**src/dram_ref_consts.vh**
```
`ifndef DRAM_REF_CONSTS_VH
`define DRAM_REF_CONSTS_VH

// Register byte offsets on the AHB-Lite slave.
`define OFS_MODE1     8'h00
`define OFS_MODE2     8'h04
`define OFS_CTRL      8'h08
`define OFS_STAT      8'h0C
`define OFS_ROW       8'h10
`define OFS_GAP       8'h14

// Reset values of the writable registers.
`define RST_MODE1     32'h00000A00
`define RST_MODE2     32'h00080E08
`define RST_CTRL      32'h10200600

// Mode register one: operand byte and write recovery cycles.
`define F_WPRE        2
`define F_RPST        7
`define F_NWR_LO      8
// Mode register two: read to precharge cycles, read and write latency.
`define F_READ_TO_PRECHARGE_CYCLES_LO     0
`define F_RL_LO       8
`define F_WL_LO       16
// Control register fields.
`define F_ODT_EN      0
`define F_BL32        1
`define F_SRX         2
`define F_TERMINATION_ON_LATENCY_LO   8
`define F_RFC_LO      16
`define F_RAS_LO      24

// First-edge command codes on command_address bits 4..0.
`define CA_REF        5'h08
`define CA_ACT        5'h01
`define CA_RDAP       5'h02
`define CA_WRAP       5'h04
`define CA_PRE        5'h10

// Timing counts in link clock cycles.
`define SKEW_CYC      8'h02
`define TON_CYC       8'h01
`define RPST_SHORT    8'h00
`define RPST_LONG     8'h01
`define WPRE_SHORT    8'h01
`define WPRE_LONG     8'h02
`define BL32_EXTRA    8'h08
`define HALF_BL16     8'h08
`define HALF_BL32     8'h10

`endif

```
**src/dram_refresh_ap_timing.v**
```verilog
// Functional notes
// - Seamless reads/writes to other banks accepted.
// - Mode one bit 7 selects read postamble.
// - Mode one bit 2 selects write preamble.
// - Read auto precharge uses mode two cycles.
// - Write auto precharge uses mode one recovery.
// - Internal precharge deferred until row time met.
// - Refresh decoded from select and address bits.
// - Address bit five selects per-bank or all-bank.
// - Per-bank target taken on second edge.
// - Per-bank refreshes accepted in any order.
// - Bank count zeroed on reset, exit, all-bank.
// - All-bank uses current row, then row advances.
// - All-bank or self refresh allowed any time.
// - Refreshed bank busy, others usable, then idle.
//
// Chosen here: the AHB-Lite register port and the register addresses.
`timescale 1ns/100ps
`include "dram_ref_consts.vh"

module dram_refresh_ap_timing (
  input  wire        hclk,
  input  wire        hresetn,
  input  wire        hsel,
  input  wire [31:0] haddr,
  input  wire [1:0]  htrans,
  input  wire        hwrite,
  input  wire [2:0]  hsize,
  input  wire [31:0] hwdata,
  input  wire        hready,
  output wire [31:0] hrdata,
  output wire        hreadyout,
  output wire        hresp,
  input  wire        ck,
  input  wire        cs,
  input  wire [5:0]  ca,
  output wire [7:0]  bank_active,
  output wire [7:0]  bank_refreshing,
  output reg  [15:0] refresh_row_r,
  output reg         refresh_pulse_r
);
  // Decoder states, one-hot.
  localparam [1:0] ST_FIRST  = 2'b01;
  localparam [1:0] ST_SECOND = 2'b10;

  reg  [2:0]  ck_sync_r;      // Link clock: two sync stages plus a history stage.
  reg  [1:0]  cs_sync_r;      // Chip select synchroniser.
  reg  [5:0]  ca_meta_r;      // First stage of the command/address synchroniser.
  reg  [5:0]  ca_sync_r;      // Second stage, the only one logic reads.
  wire        tick;           // One hclk pulse per rising link clock edge.
  reg  [1:0]  state_r;        // Decoder state.
  reg  [4:0]  cmd_r;          // Command code held from the first edge.
  reg         all_bank_r;     // Refresh type held from the first edge.
  reg  [31:0] mode1_r;        // Mode register one.
  reg  [31:0] mode2_r;        // Mode register two.
  reg  [31:0] ctrl_r;         // Control register.
  reg  [2:0]  bank_cnt_r;     // Per-bank refresh count within the set.
  reg  [15:0] row_cnt_r;      // Row counter used by the next refresh.
  reg         srx_r;          // Self refresh exit request, one cycle.
  reg         dph_r;          // An AHB data phase is in progress.
  reg         dph_wr_r;       // That data phase is a write.
  reg  [7:0]  dph_addr_r;     // Register offset of that data phase.
  reg  [31:0] hrdata_r;       // Read data, loaded in the address phase.
  reg  [7:0]  gap_r;          // Read-AP to write gap for the current setup.
  reg  [7:0]  ev_act;         // Per-bank decoded events for this tick.
  reg  [7:0]  ev_pre;
  reg  [7:0]  ev_rd;
  reg  [7:0]  ev_wr;
  reg  [7:0]  ev_ref;
  reg  [7:0]  half_bl;        // Half the burst length in link cycles.
  reg  [7:0]  rpst;           // Read postamble, whole cycles rounded down.
  reg  [7:0]  wpre;           // Write preamble in cycles.
  reg  [8:0]  gap_base;       // Read side of the gap.
  reg  [8:0]  gap_sub;        // Write side subtracted from it.
  reg  [7:0]  gap_nxt;        // Clamped gap.
  reg  [8:0]  gap_diff;       // Unclamped gap, one bit wider than the result.
  reg  [7:0]  rd_ap_dly;      // Burst-to-internal-precharge delay after read AP.
  reg  [7:0]  wr_ap_dly;      // Same after write AP.
  reg  [31:0] rd_mux;         // Read multiplexer.
  wire        addr_ok;        // Valid address phase for this slave.
  wire        second_edge;    // A second command edge is being taken now.
  wire [7:0]  sel_bank;       // One-hot bank on the second edge.

  // Synchronise the link pins; nothing reads the first stages.
  always @(posedge hclk or negedge hresetn) begin
    if (!hresetn) begin
      ck_sync_r <= 3'b000;
      cs_sync_r <= 2'b00;
      ca_meta_r <= 6'h00;
      ca_sync_r <= 6'h00;
    end else begin
      ck_sync_r <= {ck_sync_r[1:0], ck};
      cs_sync_r <= {cs_sync_r[0], cs};
      ca_meta_r <= ca;
      ca_sync_r <= ca_meta_r;
    end
  end

  // Rising link edge, seen on the synchronised copy.
  assign tick        = ck_sync_r[1] & ~ck_sync_r[2];
  assign second_edge = tick & (state_r == ST_SECOND);
  assign sel_bank    = 8'h01 << ca_sync_r[2:0];

  // Two-edge command decoder: first edge carries the code, second the bank.
  always @(posedge hclk or negedge hresetn) begin
    if (!hresetn) begin
      state_r    <= ST_FIRST;
      cmd_r      <= 5'h00;
      all_bank_r <= 1'b0;
    end else if (tick) begin
      case (state_r)
        ST_FIRST: begin
          // Chip select high with a known code opens a command.
          if (cs_sync_r[1] && (ca_sync_r[4:0] == `CA_REF || ca_sync_r[4:0] == `CA_ACT ||
              ca_sync_r[4:0] == `CA_RDAP || ca_sync_r[4:0] == `CA_WRAP ||
              ca_sync_r[4:0] == `CA_PRE)) begin
            cmd_r      <= ca_sync_r[4:0];
            all_bank_r <= ca_sync_r[5];
            state_r    <= ST_SECOND;
          end
        end
        ST_SECOND: begin
          state_r <= ST_FIRST;
        end
        default: begin
          state_r <= ST_FIRST;
        end
      endcase
    end
  end

  // Turn the second edge into per-bank events.
  always @* begin
    ev_act = 8'h00;
    ev_pre = 8'h00;
    ev_rd  = 8'h00;
    ev_wr  = 8'h00;
    ev_ref = 8'h00;
    if (state_r == ST_SECOND) begin
      case (cmd_r)
        `CA_ACT:  ev_act = sel_bank;
        // Precharge with bit five set closes every bank.
        `CA_PRE:  ev_pre = all_bank_r ? 8'hFF : sel_bank;
        // Auto precharge to one bank leaves the others seamless.
        `CA_RDAP: ev_rd  = sel_bank;
        `CA_WRAP: ev_wr  = sel_bank;
        // Per-bank target from address bits 2..0; all-bank hits all.
        `CA_REF:  ev_ref = all_bank_r ? 8'hFF : sel_bank;
        default:  ev_ref = 8'h00;
      endcase
    end
  end

  // Bank and row counters of the refresh scheme.
  always @(posedge hclk or negedge hresetn) begin
    if (!hresetn) begin
      bank_cnt_r      <= 3'b000;
      row_cnt_r       <= 16'h0000;
      refresh_row_r   <= 16'h0000;
      refresh_pulse_r <= 1'b0;
    end else begin
      refresh_pulse_r <= 1'b0;
      if (second_edge && cmd_r == `CA_REF) begin
        refresh_row_r   <= row_cnt_r;
        refresh_pulse_r <= 1'b1;
        if (all_bank_r) begin
          // All banks at the current row, count zeroed, row moves on.
          bank_cnt_r <= 3'b000;
          row_cnt_r  <= row_cnt_r + 16'h0001;
        end else begin
          // Any bank order is taken; the eighth closes the set.
          // An exit in the same cycle zeroes the count before this refresh counts.
          bank_cnt_r <= (srx_r ? 3'b000 : bank_cnt_r) + 3'b001;
          if (bank_cnt_r == 3'b111 && !srx_r) begin
            row_cnt_r <= row_cnt_r + 16'h0001;
          end
        end
      end else if (srx_r) begin
        // Leaving self refresh resynchronises the count.
        bank_cnt_r <= 3'b000;
      end
    end
  end

  // Timing terms derived from the mode and control registers.
  always @* begin
    half_bl  = ctrl_r[`F_BL32] ? `HALF_BL32 : `HALF_BL16;
    rpst     = mode1_r[`F_RPST] ? `RPST_LONG : `RPST_SHORT;
    wpre     = mode1_r[`F_WPRE] ? `WPRE_LONG : `WPRE_SHORT;
    gap_base = {1'b0, mode2_r[`F_RL_LO +: 8]} + {1'b0, `SKEW_CYC} + {1'b0, half_bl}
               + {1'b0, rpst};
    if (ctrl_r[`F_ODT_EN]) begin
      // Terminated gap: RL+skew+BL/2+postamble-Termination_on_latency-ton+1.
      gap_base = gap_base + 9'h001;
      gap_sub  = {1'b0, ctrl_r[`F_TERMINATION_ON_LATENCY_LO +: 8]} + {1'b0, `TON_CYC};
    end else begin
      // Unterminated gap: RL+skew+BL/2+postamble-WL+preamble.
      gap_base = gap_base + {1'b0, wpre};
      gap_sub  = {1'b0, mode2_r[`F_WL_LO +: 8]};
    end
    gap_diff = gap_base - gap_sub;
    gap_nxt  = (gap_sub > gap_base) ? 8'h00 : gap_diff[7:0];
    // Read AP closes after read_to_precharge_cycles, plus eight for burst 32.
    rd_ap_dly = mode2_r[`F_READ_TO_PRECHARGE_CYCLES_LO +: 8] + (ctrl_r[`F_BL32] ? `BL32_EXTRA : 8'h00);
    // Write AP closes after WL+BL/2+write_recovery_cycles+1.
    wr_ap_dly = mode2_r[`F_WL_LO +: 8] + half_bl + mode1_r[`F_NWR_LO +: 8] + 8'h01;
  end

  // One tracker per bank; other banks keep working during a refresh.
  genvar gi;
  generate
    for (gi = 0; gi < 8; gi = gi + 1) begin : g_bank
      bank_state u_bank (
        .hclk         (hclk),
        .hresetn      (hresetn),
        .tick         (second_edge),
        .act          (ev_act[gi]),
        .pre          (ev_pre[gi]),
        .rd_ap        (ev_rd[gi]),
        .wr_ap        (ev_wr[gi]),
        .ref_go       (ev_ref[gi]),
        .ras_cyc      (ctrl_r[`F_RAS_LO +: 8]),
        .rfc_cyc      (ctrl_r[`F_RFC_LO +: 8]),
        .rd_ap_dly    (rd_ap_dly),
        .wr_ap_dly    (wr_ap_dly),
        .active_r     (bank_active[gi]),
        .refreshing_r (bank_refreshing[gi])
      );
    end
  endgenerate

  // AHB-Lite address phase decode; only word transfers are expected.
  assign addr_ok   = hsel & htrans[1] & hready;
  assign hreadyout = 1'b1;
  assign hresp     = 1'b0;
  assign hrdata    = hrdata_r;

  // Read multiplexer; unmapped offsets read as zero.
  always @* begin
    case (haddr[7:0])
      `OFS_MODE1: rd_mux = mode1_r;
      `OFS_MODE2: rd_mux = mode2_r;
      `OFS_CTRL:  rd_mux = ctrl_r;
      `OFS_STAT:  rd_mux = {8'h00, bank_refreshing, bank_active, 5'h00, bank_cnt_r};
      `OFS_ROW:   rd_mux = {16'h0000, row_cnt_r};
      `OFS_GAP:   rd_mux = {24'h000000, gap_r};
      default:    rd_mux = 32'h00000000;
    endcase
  end

  // Bus slave: capture address phase, write in data phase, zero wait states.
  always @(posedge hclk or negedge hresetn) begin
    if (!hresetn) begin
      dph_r      <= 1'b0;
      dph_wr_r   <= 1'b0;
      dph_addr_r <= 8'h00;
      hrdata_r   <= 32'h00000000;
      mode1_r    <= `RST_MODE1;
      mode2_r    <= `RST_MODE2;
      ctrl_r     <= `RST_CTRL;
      srx_r      <= 1'b0;
      gap_r      <= 8'h00;
    end else begin
      srx_r <= 1'b0;
      gap_r <= gap_nxt;
      dph_r <= addr_ok;
      if (addr_ok) begin
        dph_wr_r   <= hwrite;
        dph_addr_r <= haddr[7:0];
        if (!hwrite) begin
          hrdata_r <= rd_mux;
        end
      end
      if (dph_r && dph_wr_r) begin
        case (dph_addr_r)
          `OFS_MODE1: mode1_r <= hwdata;
          `OFS_MODE2: mode2_r <= hwdata;
          `OFS_CTRL: begin
            // The exit bit is a strobe and is never stored.
            ctrl_r <= hwdata & ~(32'h00000001 << `F_SRX);
            srx_r  <= hwdata[`F_SRX];
          end
          default: srx_r <= 1'b0;
        endcase
      end
    end
  end

endmodule // dram_refresh_ap_timing

```
**src/bank_state.v**
```verilog
`timescale 1ns/100ps
// One bank: open row, RAS lockout of the internal precharge, refresh busy time.
module bank_state (
  input  wire       hclk,
  input  wire       hresetn,
  input  wire       tick,
  input  wire       act,
  input  wire       pre,
  input  wire       rd_ap,
  input  wire       wr_ap,
  input  wire       ref_go,
  input  wire [7:0] ras_cyc,
  input  wire [7:0] rfc_cyc,
  input  wire [7:0] rd_ap_dly,
  input  wire [7:0] wr_ap_dly,
  output reg        active_r,
  output reg        refreshing_r
);
  reg [7:0] ras_cnt_r;   // Second command edges left before an auto precharge may close the row.
  reg [7:0] ap_cnt_r;    // Second command edges left of the burst/recovery before auto precharge.
  reg [7:0] rfc_cnt_r;   // Second command edges left of the refresh cycle.
  reg       ap_pend_r;   // An auto precharge waits for its moment.

  // Counters run on second command edges; commands load them in the same tick.
  always @(posedge hclk or negedge hresetn) begin
    if (!hresetn) begin
      active_r     <= 1'b0;
      refreshing_r <= 1'b0;
      ras_cnt_r    <= 8'h00;
      ap_cnt_r     <= 8'h00;
      rfc_cnt_r    <= 8'h00;
      ap_pend_r    <= 1'b0;
    end else if (tick) begin
      if (ras_cnt_r != 8'h00) begin
        ras_cnt_r <= ras_cnt_r - 8'h01;
      end
      if (ap_cnt_r != 8'h00) begin
        ap_cnt_r <= ap_cnt_r - 8'h01;
      end
      // The row closes only when both the burst and the lockout are over.
      if (ap_pend_r && ras_cnt_r == 8'h00 && ap_cnt_r == 8'h00) begin
        active_r  <= 1'b0;
        ap_pend_r <= 1'b0;
      end
      // The refreshed bank goes back to idle when its cycle ends.
      if (rfc_cnt_r != 8'h00) begin
        rfc_cnt_r <= rfc_cnt_r - 8'h01;
        if (rfc_cnt_r == 8'h01) begin
          refreshing_r <= 1'b0;
        end
      end
      if (act) begin
        active_r  <= 1'b1;
        ras_cnt_r <= ras_cyc;
      end
      if (pre) begin
        active_r  <= 1'b0;
        ap_pend_r <= 1'b0;
      end
      // Auto precharge is accepted early and deferred internally.
      if (rd_ap) begin
        ap_pend_r <= 1'b1;
        ap_cnt_r  <= rd_ap_dly;
      end
      if (wr_ap) begin
        ap_pend_r <= 1'b1;
        ap_cnt_r  <= wr_ap_dly;
      end
      if (ref_go) begin
        refreshing_r <= 1'b1;
        rfc_cnt_r    <= rfc_cyc;
      end
    end
  end
endmodule // bank_state

```
**config.mk**
```make
export PLATFORM = sky130hd
export DESIGN_NAME = dram_refresh_ap_timing
export DESIGN_NICKNAME = d
export VERILOG_FILES = /design/src/dram_refresh_ap_timing.v /design/src/bank_state.v
export VERILOG_INCLUDE_DIRS = /design/src
export SDC_FILE = /design/constraint.sdc
export NUM_CORES = 1
export LEC_CHECK = 0
export ABC_CLOCK_PERIOD_IN_PS = 7520
export BUFFER_PORTS_ARGS = -buffer_cell sky130_fd_sc_hd__buf_2
export CORE_MARGIN = 5
export CORE_UTILIZATION = 57
export DETAILED_ROUTE_END_ITERATION = 8
export PLACE_DENSITY = 0.75
export SLEW_MARGIN = 20
export SYNTH_ARGS = -nofsm -noshare
export SYNTH_HDL_FRONTEND = slang
export SYNTH_SLANG_ARGS = --single-unit
```
**constraint.sdc**
```tcl
create_clock -name hclk -period 7.52 [get_ports hclk]
set_input_delay 0.376 -clock hclk [delete_from_list [all_inputs] [get_ports hclk]]
set_output_delay 0.376 -clock hclk [all_outputs]
set_load 0.1 [all_outputs]
```
==> results of run 1 <==
==> power groups by stage <==
stage / clock network, W / logic, W / registers, W
after floorplan: 0 / 0.000499 / 0.00245
after global placement: 0 / 0.000703 / 0.00252
after detailed placement: 0 / 0.000716 / 0.00252
after CTS: 0.00243 / 0.000724 / 0.00248
after global routing: 0.00253 / 0.000799 / 0.00249
final: 0.00240 / 0.000740 / 0.00249
==> cell usage in the layout (no fill, tap or decap), types with 16 or more instances in the layout <==
master	instances
dfrtp_1	411
nor2_1	256
nand2_1	253
a21oi_1	214
o21ai_0	177
buf_2	117
mux2_2	116
inv_1	97
nor3_1	84
o21ai_1	84
ha_1	70
nand3_1	60
o22ai_1	56
clkbuf_16	47
nor4_1	44
xor2_1	41
xnor2_1	38
a22o_1	33
a211oi_1	28
a22oi_1	27
mux2i_1	26
buf_4	26
a21o_1	22
or3_1	21
nor3b_1	20
a31oi_1	18
nand4_1	18
o41ai_1	16
mux4_2	16
==> per-layer routing <==
| layer | share of wire, % | wire length [µm] |
|---|---|---|
| met2 | 46 | 32400 |
| met5 | 0 | 0 |
| met1 | 42 | 29600 |
| met4 | 3.8 | 2650 |
| met3 | 8.3 | 5820 |
==> sequential cells by signal, summed over array words and instances (netlist names), 31 cells and up <==
register                 count
ctrl_r                      31
g_bank.u_bank.ap_cnt_r      64
g_bank.u_bank.ras_cnt_r     64
g_bank.u_bank.rfc_cnt_r     64
hrdata                      32
mode1_r                     32
mode2_r                     32
==> final cells by class <==
cell class | count | area, µm²
fillers | 3331 | 15200
repair buffers | 156 | 940
inverters | 97 | 364
multi-input cells | 1959 | 12700
flip-flops and latches | 423 | 10600
well taps | 539 | 674
clock buffers | 73 | 1390
clock inverters | 13 | 216
==> what timing repair did <==
action / CTS / global route
hold buffers: 9 / 0
gates resized for setup: 0 / 0
hold endpoints to repair: 111 / 0
==> cells in the mapped netlist, drive strengths merged, types with 50 or more instances <==
cell type,number
mux2,116
nand2,253
o21ai,261
nor4,50
nor2,262
inv,97
clkbuf,100
buf,65
nor3,88
o22ai,56
ha,70
nand3,60
dfrtp,411
a21oi,214
==> cell families (layout without fill, tap and decap cells) <==
family	after synthesis	count (layout)	synth area share, %
AO/OA/AOI/OAI	763	763	19.2
XOR/XNOR	81	81	2.96
adder cells (fa/ha/maj)	75	75	4.02
buffers and inverters	262	339	4.52
flip-flops	423	423	43.7
multiplexers	158	158	7.94
other	2	2	0.0310
AND/OR/NAND/NOR	880	880	17.7
==> worst max-delay path by stage <==
stage | from | to | slack (ns) | cells past startpoint
floorplan | ctrl_r[1] | gap_r[5] | 4.32 | 13
global placement | ctrl_r[1] | gap_r[5] | 3.83 | 14
detailed placement | cmd_r[1] | g_bank[7].u_bank.ras_cnt_r[0] | 3.75 | 6
CTS | cmd_r[1] | g_bank[7].u_bank.ras_cnt_r[0] | 3.70 | 6
global route | mode1_r[7] | gap_r[1] | 3.34 | 15
finish | ctrl_r[1] | gap_r[5] | 3.70 | 14
==> stage by stage <==
step / utilization [%] / hold WS [ns] / total power [W] / area (µm²) / std cells
detailed placement: 59.6 / 0.336 / 0.00324 / 25100 / 3163
finish: 63.9 / 0.0447 / 0.00562 / 26800 / 3260
CTS: 63.7 / 0.0190 / 0.00563 / 26800 / 3258
global route: 63.9 / 0.0388 / 0.00582 / 26800 / 3260
global placement: 59.6 / 0.336 / 0.00322 / 25100 / 3163
floorplan: - / 0.0804 / 0.00294 / 24300 / 2644
==> metrics.cfg, run 1 <==
[floorplan]
start_util_pct=57.7
core.rowCount=75
core_um2=42000
ioPinCount=149
die_h_um=216
dieArea_um2=46800
die_x_um=216

[yosys]
ys_seq_area_share_pct=43.7
synthFlopType=dfrtp_1
synth_area_leader_cell=dfrtp_1
yosys-top-cells-area=dfrtp_1 42%, mux2_2 5.4%, a21oi_1 4.4%
syn-cell-area_um2=24300
yosysTopAreaCellShare_pct=42.4
syn_area_per_cell_um2=9.18
yosys_warnings=0
synth_nets=2801
synth_edf_count=0
postSynthCellCount=2644
ys_ff_latch=423
ys_types=86
synthArstFlopShare_pct=100

[routing]
routed_wl_mm=70.5
initialDrtViolationCount=2409
avgRoutedWirePerCell_um=21.6
via_per_inst=6.48
first_pass_iters=6
vias=21100
ant_nets=0
drc=0

[critical_path]
cp.buffers_inverters=1
r2r-start=ctrl_r[1]
crit_arrival_ns=4.26
worst_setup_path_start_kind=flop
slowest_stage=dfrtp_1
critical_path.top_delay_family=compound AO/OA/AOI/OAI gates
worstPathMaxFanout=8
crit_required_ns=7.96
r2r_cells=14
path_class=reg2reg
max_stage_delay_ns=0.53
crit_chain=inv_1 > ha_1 > o211a_1 > o21ai_0 > nor2b_1 > xnor2_1 > nand3_1 > xnor2_1 > ha_1 > o21ai_0 > nand2b_1 > o2111ai_1 > o21ai_1 > a22oi_1
timing.rr.end=gap_r[5]
reg2reg_slack_ns=3.70
end_kind=flop

[clock_network]
root_buffer=clkbuf_16
insertion_delay_ns=0.59
cts_tree=built
clockBufferDepth=3
cts-buffers-inserted=46
htreeDepth=2
cts_setup_buffers=0
path_clk_slew_ns=0.06
cts_sinks=423

[worst_hold_path]
holdPathStages=2
hold_class=in2reg
worstHoldStart=haddr[6]
min_to=dph_addr_r[6]

[flow_run]
drv_cap=0

[placed_design]
pre_cts_slack_ns=3.75
gp_congestion=0.935
hpwl_mm=48.3
port_buffers=118

[power_and_ir_drop]
p_sw_w=0.00155
switching_share_pct=27.7
p_leak_nw=12.4
cell_internal_pwr_w=0.00407
combPwrFrac_pct=13.2
power.density_nw_per_um2=209
p_clk_share_pct=42.6
seqPwrFrac_pct=44.2
ir_worst_vdd_uv=182

[timing]
worst_slack_ns=3.70
hold_viol_final=0
slew_violations=0
finClkSkew_ns=0.0198
timing.final.crit_share_pct=50.9
fmax_mhz=261
min_period_ns=3.82
worst_pin_slew_ns=1.17
grt_setup_unrepaired=false
setup_viol_count_final=0
tns_ns=0
relSlewSlack_pct=21.8

[finish]
drive_gt1_share_pct=14.7
area_growth_syn_to_layout_pct=10.6
final_nets=2840
antenna_cells=0

[global_routing]
top_usage_layer=met2
grt_util_met3_pct=5.39
grt_start_max_net_pins=162
overflow=0
grt_pass1_wl_mm=112
met2_usage_pct=46.4
grt_usage_pct=29.4
gr-usage-met1_pct=40.7
grt_antenna_before_repair=0
first_global_vias=20500

[outcome]
outcome=complete, no violations

Note: power is estimated with default switching activity, not from simulation.
==> run 2: changes to the inputs <==
ABC_CLOCK_PERIOD_IN_PS = 3200   (was 7520)
CORE_UTILIZATION = 56   (was 57)
PLACE_DENSITY = 0.77   (was 0.75)
clock period = 3.2 ns   (was 7.52 ns; I/O delays follow)
==> run 2 against run 1 <==
Hold slack gained 0.082 ns. Flip-flop and latch count is the same. The run now ends with negative setup slack left. First-iteration DRC count grew 5.4%. Sequential share of layout area shrank 1.7 points. Global-route usage grew 1.0 points. Highest routed layer unchanged. Power grew 140%. Clock skew grew 0.0063 ns. Clock power grew 130%. Count of clock-buffer cells in the layout shrank 1. Fmax grew 19%.
==> metrics.cfg, run 2 (synthesis results as in run 1) <==
[placed_design]
port_buffers=118  ; unchanged
pre_cts_slack_ns=-0.193  ; was 3.75 ns
placed_cells=3288  ; was 3163
hpwl_mm=50.8  ; was 48.3 mm
gp_congestion=0.987  ; was 0.935

[routing]
routed_wl_mm=73.2  ; was 70.5 mm
drc=0  ; unchanged
vias=21800  ; was 21.1k
via_per_inst=6.38  ; was 6.48
first_pass_iters=6  ; unchanged
initialDrtViolationCount=2539  ; was 2409
ant_nets=0  ; unchanged
avgRoutedWirePerCell_um=21.4  ; was 21.6 µm

[critical_path]
crit_required_ns=3.70  ; was 7.96 ns
r2r-start=mode1_r[7]  ; was ctrl_r[1]
critical_path.top_delay_family=adder cells  ; was compound AO/OA/AOI/OAI gates
reg2reg_slack_ns=-0.007  ; was 3.70 ns
slowest_stage=dfrtp_1  ; unchanged
r2r_cells=12  ; was 14
cp.buffers_inverters=1  ; unchanged
worstPathMaxFanout=8  ; unchanged
max_stage_delay_ns=0.40  ; was 0.53 ns
crit_top_cell=ha_2
path_class=reg2reg  ; unchanged
critical_path_depth=12  ; was 14
crit_chain=ha_2 > ha_2 > inv_1 > fa_2 > nor2_4 > nand3_1 > xnor2_1 > ha_1 > a211o_1 > a211oi_2 > o21ai_4 > a22oi_2  ; was inv_1 > ha_1 > o211a_1 > o21ai_0 > nor2b_1 > xnor2_1 > nand3_1 > xnor2_1 > ha_1 > o21ai_0 > nand2b_1 > o2111ai_1 > o21ai_1 > a22oi_1
crit_arrival_ns=3.71  ; was 4.26 ns
timing.rr.end=gap_r[5]  ; unchanged
crit_end=gap_r[5]  ; unchanged
worst_setup_path_start_kind=flop  ; unchanged
end_kind=flop  ; unchanged
crit_path_start=mode1_r[7]  ; was ctrl_r[1]

[finish]
final_common_cell=dfrtp_1  ; unchanged
biggestRegsByFlops=g_bank.u_bank.ap_cnt_r x64, g_bank.u_bank.ras_cnt_r x64, g_bank.u_bank.rfc_cnt_r x64  ; unchanged
fillers=3359  ; was 3331
antenna_cells=0  ; unchanged
drive_gt1_share_pct=17.7  ; was 14.7%
final-instance-count-excl-fill=3423  ; was 3260
most-common-layout-cells=411 x dfrtp_1, 256 x nor2_1, 253 x nand2_1, 210 x a21oi_1, 175 x o21ai_0  ; was 411 x dfrtp_1, 256 x nor2_1, 253 x nand2_1, 214 x a21oi_1, 177 x o21ai_0
final_nets=2958  ; was 2840
area_growth_syn_to_layout_pct=15.5  ; was 10.6%

[clock_network]
clockBufferDepth=3  ; unchanged
root_buffer=clkbuf_16  ; unchanged
htreeDepth=2  ; unchanged
cts_tree=built  ; unchanged
cts_sinks=423  ; unchanged
cts-buffers-inserted=45  ; was 46
path_clk_slew_ns=0.06  ; about the same
insertion_delay_ns=0.59  ; about the same

[timing]
worst_pin_slew_ns=1.21  ; was 1.17 ns
slew_violations=0  ; unchanged
worst_slack_ns=-0.00673  ; was 3.70 ns
relSlewSlack_pct=19.4  ; was 21.8%
min_period_ns=3.21  ; was 3.82 ns
timing.final.crit_share_pct=100  ; was 50.9%
hold_viol_final=0  ; unchanged
fmax_mhz=312  ; was 261 MHz
finClkSkew_ns=0.0260  ; was 0.0198 ns
setup_viol_count_final=1  ; was 0
grt_setup_unrepaired=true  ; was false

[outcome]
outcome=finished with violations  ; was complete, no violations
violations=negative setup slack

[floorplan]
die_h_um=218  ; was 216 µm
ioPinCount=149  ; unchanged
dieArea_um2=47600  ; was 46800 µm²
core.rowCount=76  ; was 75
core_um2=43000  ; was 42000 µm²
die_x_um=218  ; was 216 µm
start_util_pct=56.4  ; was 57.7%

[power_and_ir_drop]
p_leak_nw=13.0  ; was 12.4 nW
ir_worst_vdd_uv=520  ; was 182 µV
power.density_nw_per_um2=481  ; was 209 nW/µm²

[global_routing]
grt_pass1_wl_mm=117  ; was 112 mm
overflow=0  ; unchanged
grt_start_max_net_pins=84  ; was 162
first_global_vias=21400  ; was 20.5k
grt_antenna_before_repair=0  ; unchanged
grt_usage_pct=30.4  ; was 29.4%

[worst_hold_path]
hold_class=in2async  ; was in2reg

[flow_run]
drv_cap=0  ; unchanged

==> run 2: worst reg2reg max path, stage by stage, from the launching register on <==
cell,delay (ns)
dfrtp_1,0.40
ha_2,0.33
ha_2,0.20
inv_1,0.07
fa_2,0.38
nor2_4,0.15
nand3_1,0.13
xnor2_1,0.16
ha_1,0.33
a211o_1,0.33
a211oi_2,0.25
o21ai_4,0.16
a22oi_2,0.22
==> run 2: metrics by stage <==
stage / instance area (µm²) / util (%) / TNS [ns] / hold WS, ns / power [W]
after floorplan: 24300 / - / 0 / -0.136 / 0.00692
after global routing: 28000 / 65.2 / -0.402 / 0.155 / 0.0139
final: 28000 / 65.2 / -0.00673 / 0.126 / 0.0135
after CTS: 27800 / 64.7 / 0 / 0.101 / 0.0134
after detailed placement: 25800 / 59.9 / -0.893 / 0.135 / 0.00777
after global placement: 25800 / 59.9 / -0.885 / 0.131 / 0.00772
==> run 2: area by class of cell <==
class                   count  area [µm²]  share of cell area (%)
flip-flops and latches    423       10600                    37.8
inverters                  97         364                    1.30
well taps                 585         732                    2.61
clock buffers              72        1360                    4.85
clock inverters            12         198                   0.705
multi-input cells        1959       12800                    45.7
repair buffers            275        1970                    7.03
==> run 2: where the power goes <==
part           internal (W)  total (W)  switching, W  leakage (nW)
clock               0.00332    0.00556       0.00224         0.755
sequential          0.00556    0.00583      0.000274          5.65
combinational      0.000816    0.00209       0.00127          6.57
==> run 2: what timing repair did <==
action,4_1_cts,5_1_grt
gates resized for setup,10,31
setup endpoints to repair,8,8
pin swaps,2,18
setup buffers,1,4
hold endpoints to repair,181,0
hold buffers,46,0
==> run 2: worst min-delay path by stage <==
stage	slack, ns	depth (start not counted)	endpoint
after floorplan	-0.14	0	all_bank_r
after global placement	0.13	1	mode1_r[4]
after detailed placement	0.14	1	mode1_r[4]
after CTS	0.10	2	mode1_r[4]
after global routing	0.16	2	mode1_r[4]
final	0.13	2	mode1_r[4]
==> run 2: routing by layer <==
metal / vias up / wire length [µm] / share of wire, % / global-route usage [%]
met5: - / 0 / 0 / 0
met3: 219 / 6460 / 8.8 / 5.87
li1: 9878 / - / - / -
met2: 993 / 33400 / 46 / 48.0
met1: 10800 / 30300 / 41 / 41.7
met4: 0 / 3020 / 4.1 / 12.1
==> run 3: changes to the inputs <==
ABC_CLOCK_PERIOD_IN_PS = 4100   (was 3200)
CORE_UTILIZATION = 57   (was 56)
PLACE_DENSITY = 0.75   (was 0.77)
clock period = 4.1 ns   (was 3.2 ns; I/O delays follow)
==> run 3 against run 2 <==
The flow now finishes without violations. First-iteration DRC count is 10% lower. Critical path depth increased by 3. Die area decreased by 1.7%. Power fell by 23%. Count of clock-buffer cells in the layout is 14 lower. Non-clock buffer count fell by 56. Register-to-register slack better by 0.48 ns. Largest power group unchanged. Sequential share of layout area rose by 0.86 points. Core utilization about the same. Clock skew decreased by 0.0019 ns. Via count fell by 2.3%. Worst setup slack gained 0.48 ns.
==> metrics.cfg, run 3 (synthesis results as in run 1) <==
[clock_network]
cts-buffers-inserted=45  ; unchanged
root_buffer=clkbuf_16  ; unchanged
clockBufferDepth=3  ; unchanged
cts_setup_buffers=0  ; was 1
path_clk_slew_ns=0.06  ; about the same
cts_sinks=423  ; unchanged
insertion_delay_ns=0.60  ; was 0.59 ns
htreeDepth=2  ; unchanged
cts_tree=built  ; unchanged

[power_and_ir_drop]
p_total_w=0.0104  ; was 0.0135 W
ir_worst_vdd_uv=411  ; was 520 µV
p_leak_nw=12.7  ; was 13.0 nW
power.density_nw_per_um2=379  ; was 481 nW/µm²

[outcome]
outcome=complete, no violations  ; was finished with violations

[finish]
final_common_cell=dfrtp_1  ; unchanged
final_nets=2902  ; was 2958
area_growth_syn_to_layout_pct=12.9  ; was 15.5%
multi_input_area_um2=12600  ; was 12800 µm²
most-common-layout-cells=411 x dfrtp_1, 259 x nor2_1, 253 x nand2_1, 214 x a21oi_1, 177 x o21ai_0  ; was 411 x dfrtp_1, 256 x nor2_1, 253 x nand2_1, 210 x a21oi_1, 175 x o21ai_0
biggestRegsByFlops=g_bank.u_bank.ap_cnt_r x64, g_bank.u_bank.ras_cnt_r x64, g_bank.u_bank.rfc_cnt_r x64  ; unchanged
regArea_um2=10600  ; unchanged
antenna_cells=0  ; unchanged
design_area_um2=27400  ; was 28000 µm²
drive_gt1_share_pct=15.4  ; was 17.7%
fillers=3342  ; was 3359

[global_routing]
grt_start_max_net_pins=120  ; was 84
grt_usage_pct=30.0  ; was 30.4%
grt_antenna_before_repair=0  ; unchanged
gr-usage-met1_pct=41.7  ; about the same
first_global_vias=20600  ; was 21.4k
grt_pass1_wl_mm=114  ; was 117 mm
overflow=0  ; unchanged
grt_util_met3_pct=4.90  ; was 5.87%
top_usage_layer=met2  ; unchanged
met2_usage_pct=47.7  ; was 48.0%

[critical_path]
slowest_stage=o21ai_1  ; was dfrtp_1
crit_chain=ha_1 > inv_1 > ha_1 > inv_1 > ha_1 > a21oi_1 > nor2_1 > nor4b_1 > xnor2_1 > ha_1 > o21ai_0 > nand2b_1 > o2111ai_1 > o21ai_1 > a22oi_1  ; was ha_2 > ha_2 > inv_1 > fa_2 > nor2_4 > nand3_1 > xnor2_1 > ha_1 > a211o_1 > a211oi_2 > o21ai_4 > a22oi_2
r2r_cells=15  ; was 12
worst_setup_path_start_kind=flop  ; unchanged
crit_required_ns=4.55  ; was 3.70 ns
crit_arrival_ns=4.07  ; was 3.71 ns
crit_top_cell=ha_1  ; was ha_2
path_class=reg2reg  ; unchanged
worstPathMaxFanout=8  ; unchanged
max_stage_delay_ns=0.46  ; was 0.40 ns
end_kind=flop  ; unchanged

[routing]
initialDrtViolationCount=2273  ; was 2539
vias=21300  ; was 21.8k
first_pass_iters=6  ; unchanged
drc=0  ; unchanged
ant_nets=0  ; unchanged
via_per_inst=6.43  ; was 6.38
avgRoutedWirePerCell_um=21.5  ; was 21.4 µm
routed_wl_mm=71.4  ; was 73.2 mm

[timing]
hold_viol_final=0  ; unchanged
finClkSkew_ns=0.0242  ; was 0.0260 ns
setup_viol_count_final=0  ; was 1
grt_setup_unrepaired=false  ; was true
timing.hold.ws_ns=0.214  ; was 0.126 ns
tns_ns=0  ; was -0.00673 ns
relSlewSlack_pct=17.8  ; was 19.4%
slew_violations=0  ; unchanged
min_period_ns=3.62  ; was 3.21 ns
fmax_mhz=276  ; was 312 MHz
timing.final.crit_share_pct=88.4  ; was 100%
worst_pin_slew_ns=1.23  ; was 1.21 ns

[floorplan]
start_util_pct=57.7  ; was 56.4%
core_um2=42000  ; was 43000 µm²
ioPinCount=149  ; unchanged
core.rowCount=75  ; was 76
die_h_um=216  ; was 218 µm
die_x_um=216  ; was 218 µm
dieArea_um2=46800  ; was 47600 µm²

[placed_design]
dpl-instance-area_um2=25300  ; was 25800 µm²
port_buffers=118  ; unchanged
hpwl_mm=49.3  ; was 50.8 mm
gp_congestion=0.948  ; was 0.987

[worst_hold_path]
hold_class=in2reg  ; was in2async
holdPathStages=3

[flow_run]
drv_cap=0  ; unchanged

run 3: cell type report:
type                    count  area share, %
clock buffers              58           4.58
inverters                  97           1.33
well taps                 539           2.46
repair buffers            219           5.65
multi-input cells        1959           46.0
flip-flops and latches    423           38.7
clock inverters            26           1.25
run 3: path summary, 6_finish.rpt:
| check | from | slack, ns | endpoint |
|---|---|---|---|
| max | mode1_r[7] | 0.48 | gap_r[5] |
| min reg2reg | ca_meta_r[2] | 0.35 | ca_sync_r[2] |
| max reg2reg | mode1_r[7] | 0.48 | gap_r[5] |
| min | htrans[1] | 0.21 | dph_r |
| min in group asynchronous | hresetn | 0.32 | dph_addr_r[1] |
| max in group asynchronous | hresetn | 2.71 | mode2_r[9] |
run 3: timing repair:
action / CTS / global route
gates resized for setup: 0 / 0
hold buffers: 46 / 0
hold endpoints to repair: 218 / 0
run 3: report_power, final:
part | leakage, nW | switching [W] | total [W] | internal (W)
Combinational | 6.28 | 0.000913 | 0.00142 | 0.000506
Clock | 0.783 | 0.00179 | 0.00441 | 0.00262
Sequential | 5.65 | 0.000215 | 0.00455 | 0.00434
run 3: worst max-delay path, delay by kind of cell (launching register included):
family          cells  cell delay (ns)
xor+xnor            1             0.16
simple gates        3             0.64
compound gates      5             0.91
buf+inv             2             0.12
fa+ha+maj           4             1.22
flops               1             0.41
run 3: routing by layer:
layer / vias up / share of wire, % / routed length, µm
li1: 9790 / - / -
met1: 10400 / 42 / 29800
met2: 940 / 46 / 32800
met3: 196 / 8.3 / 5890
met4: 0 / 4.0 / 2860
met5: - / 0 / 0
run 3: stage by stage:
stage / setup WS (ns) / instances / util, %
6_report: 0.477 / 3321 / 65.2
5_1_grt: 0.186 / 3321 / 65.2
4_1_cts: 0.507 / 3321 / 65.1
3_5_place_dp: 0.533 / 3191 / 60.2
3_3_place_gp: 0.521 / 3191 / 60.2
2_1_floorplan: 0.898 / 2644 / -
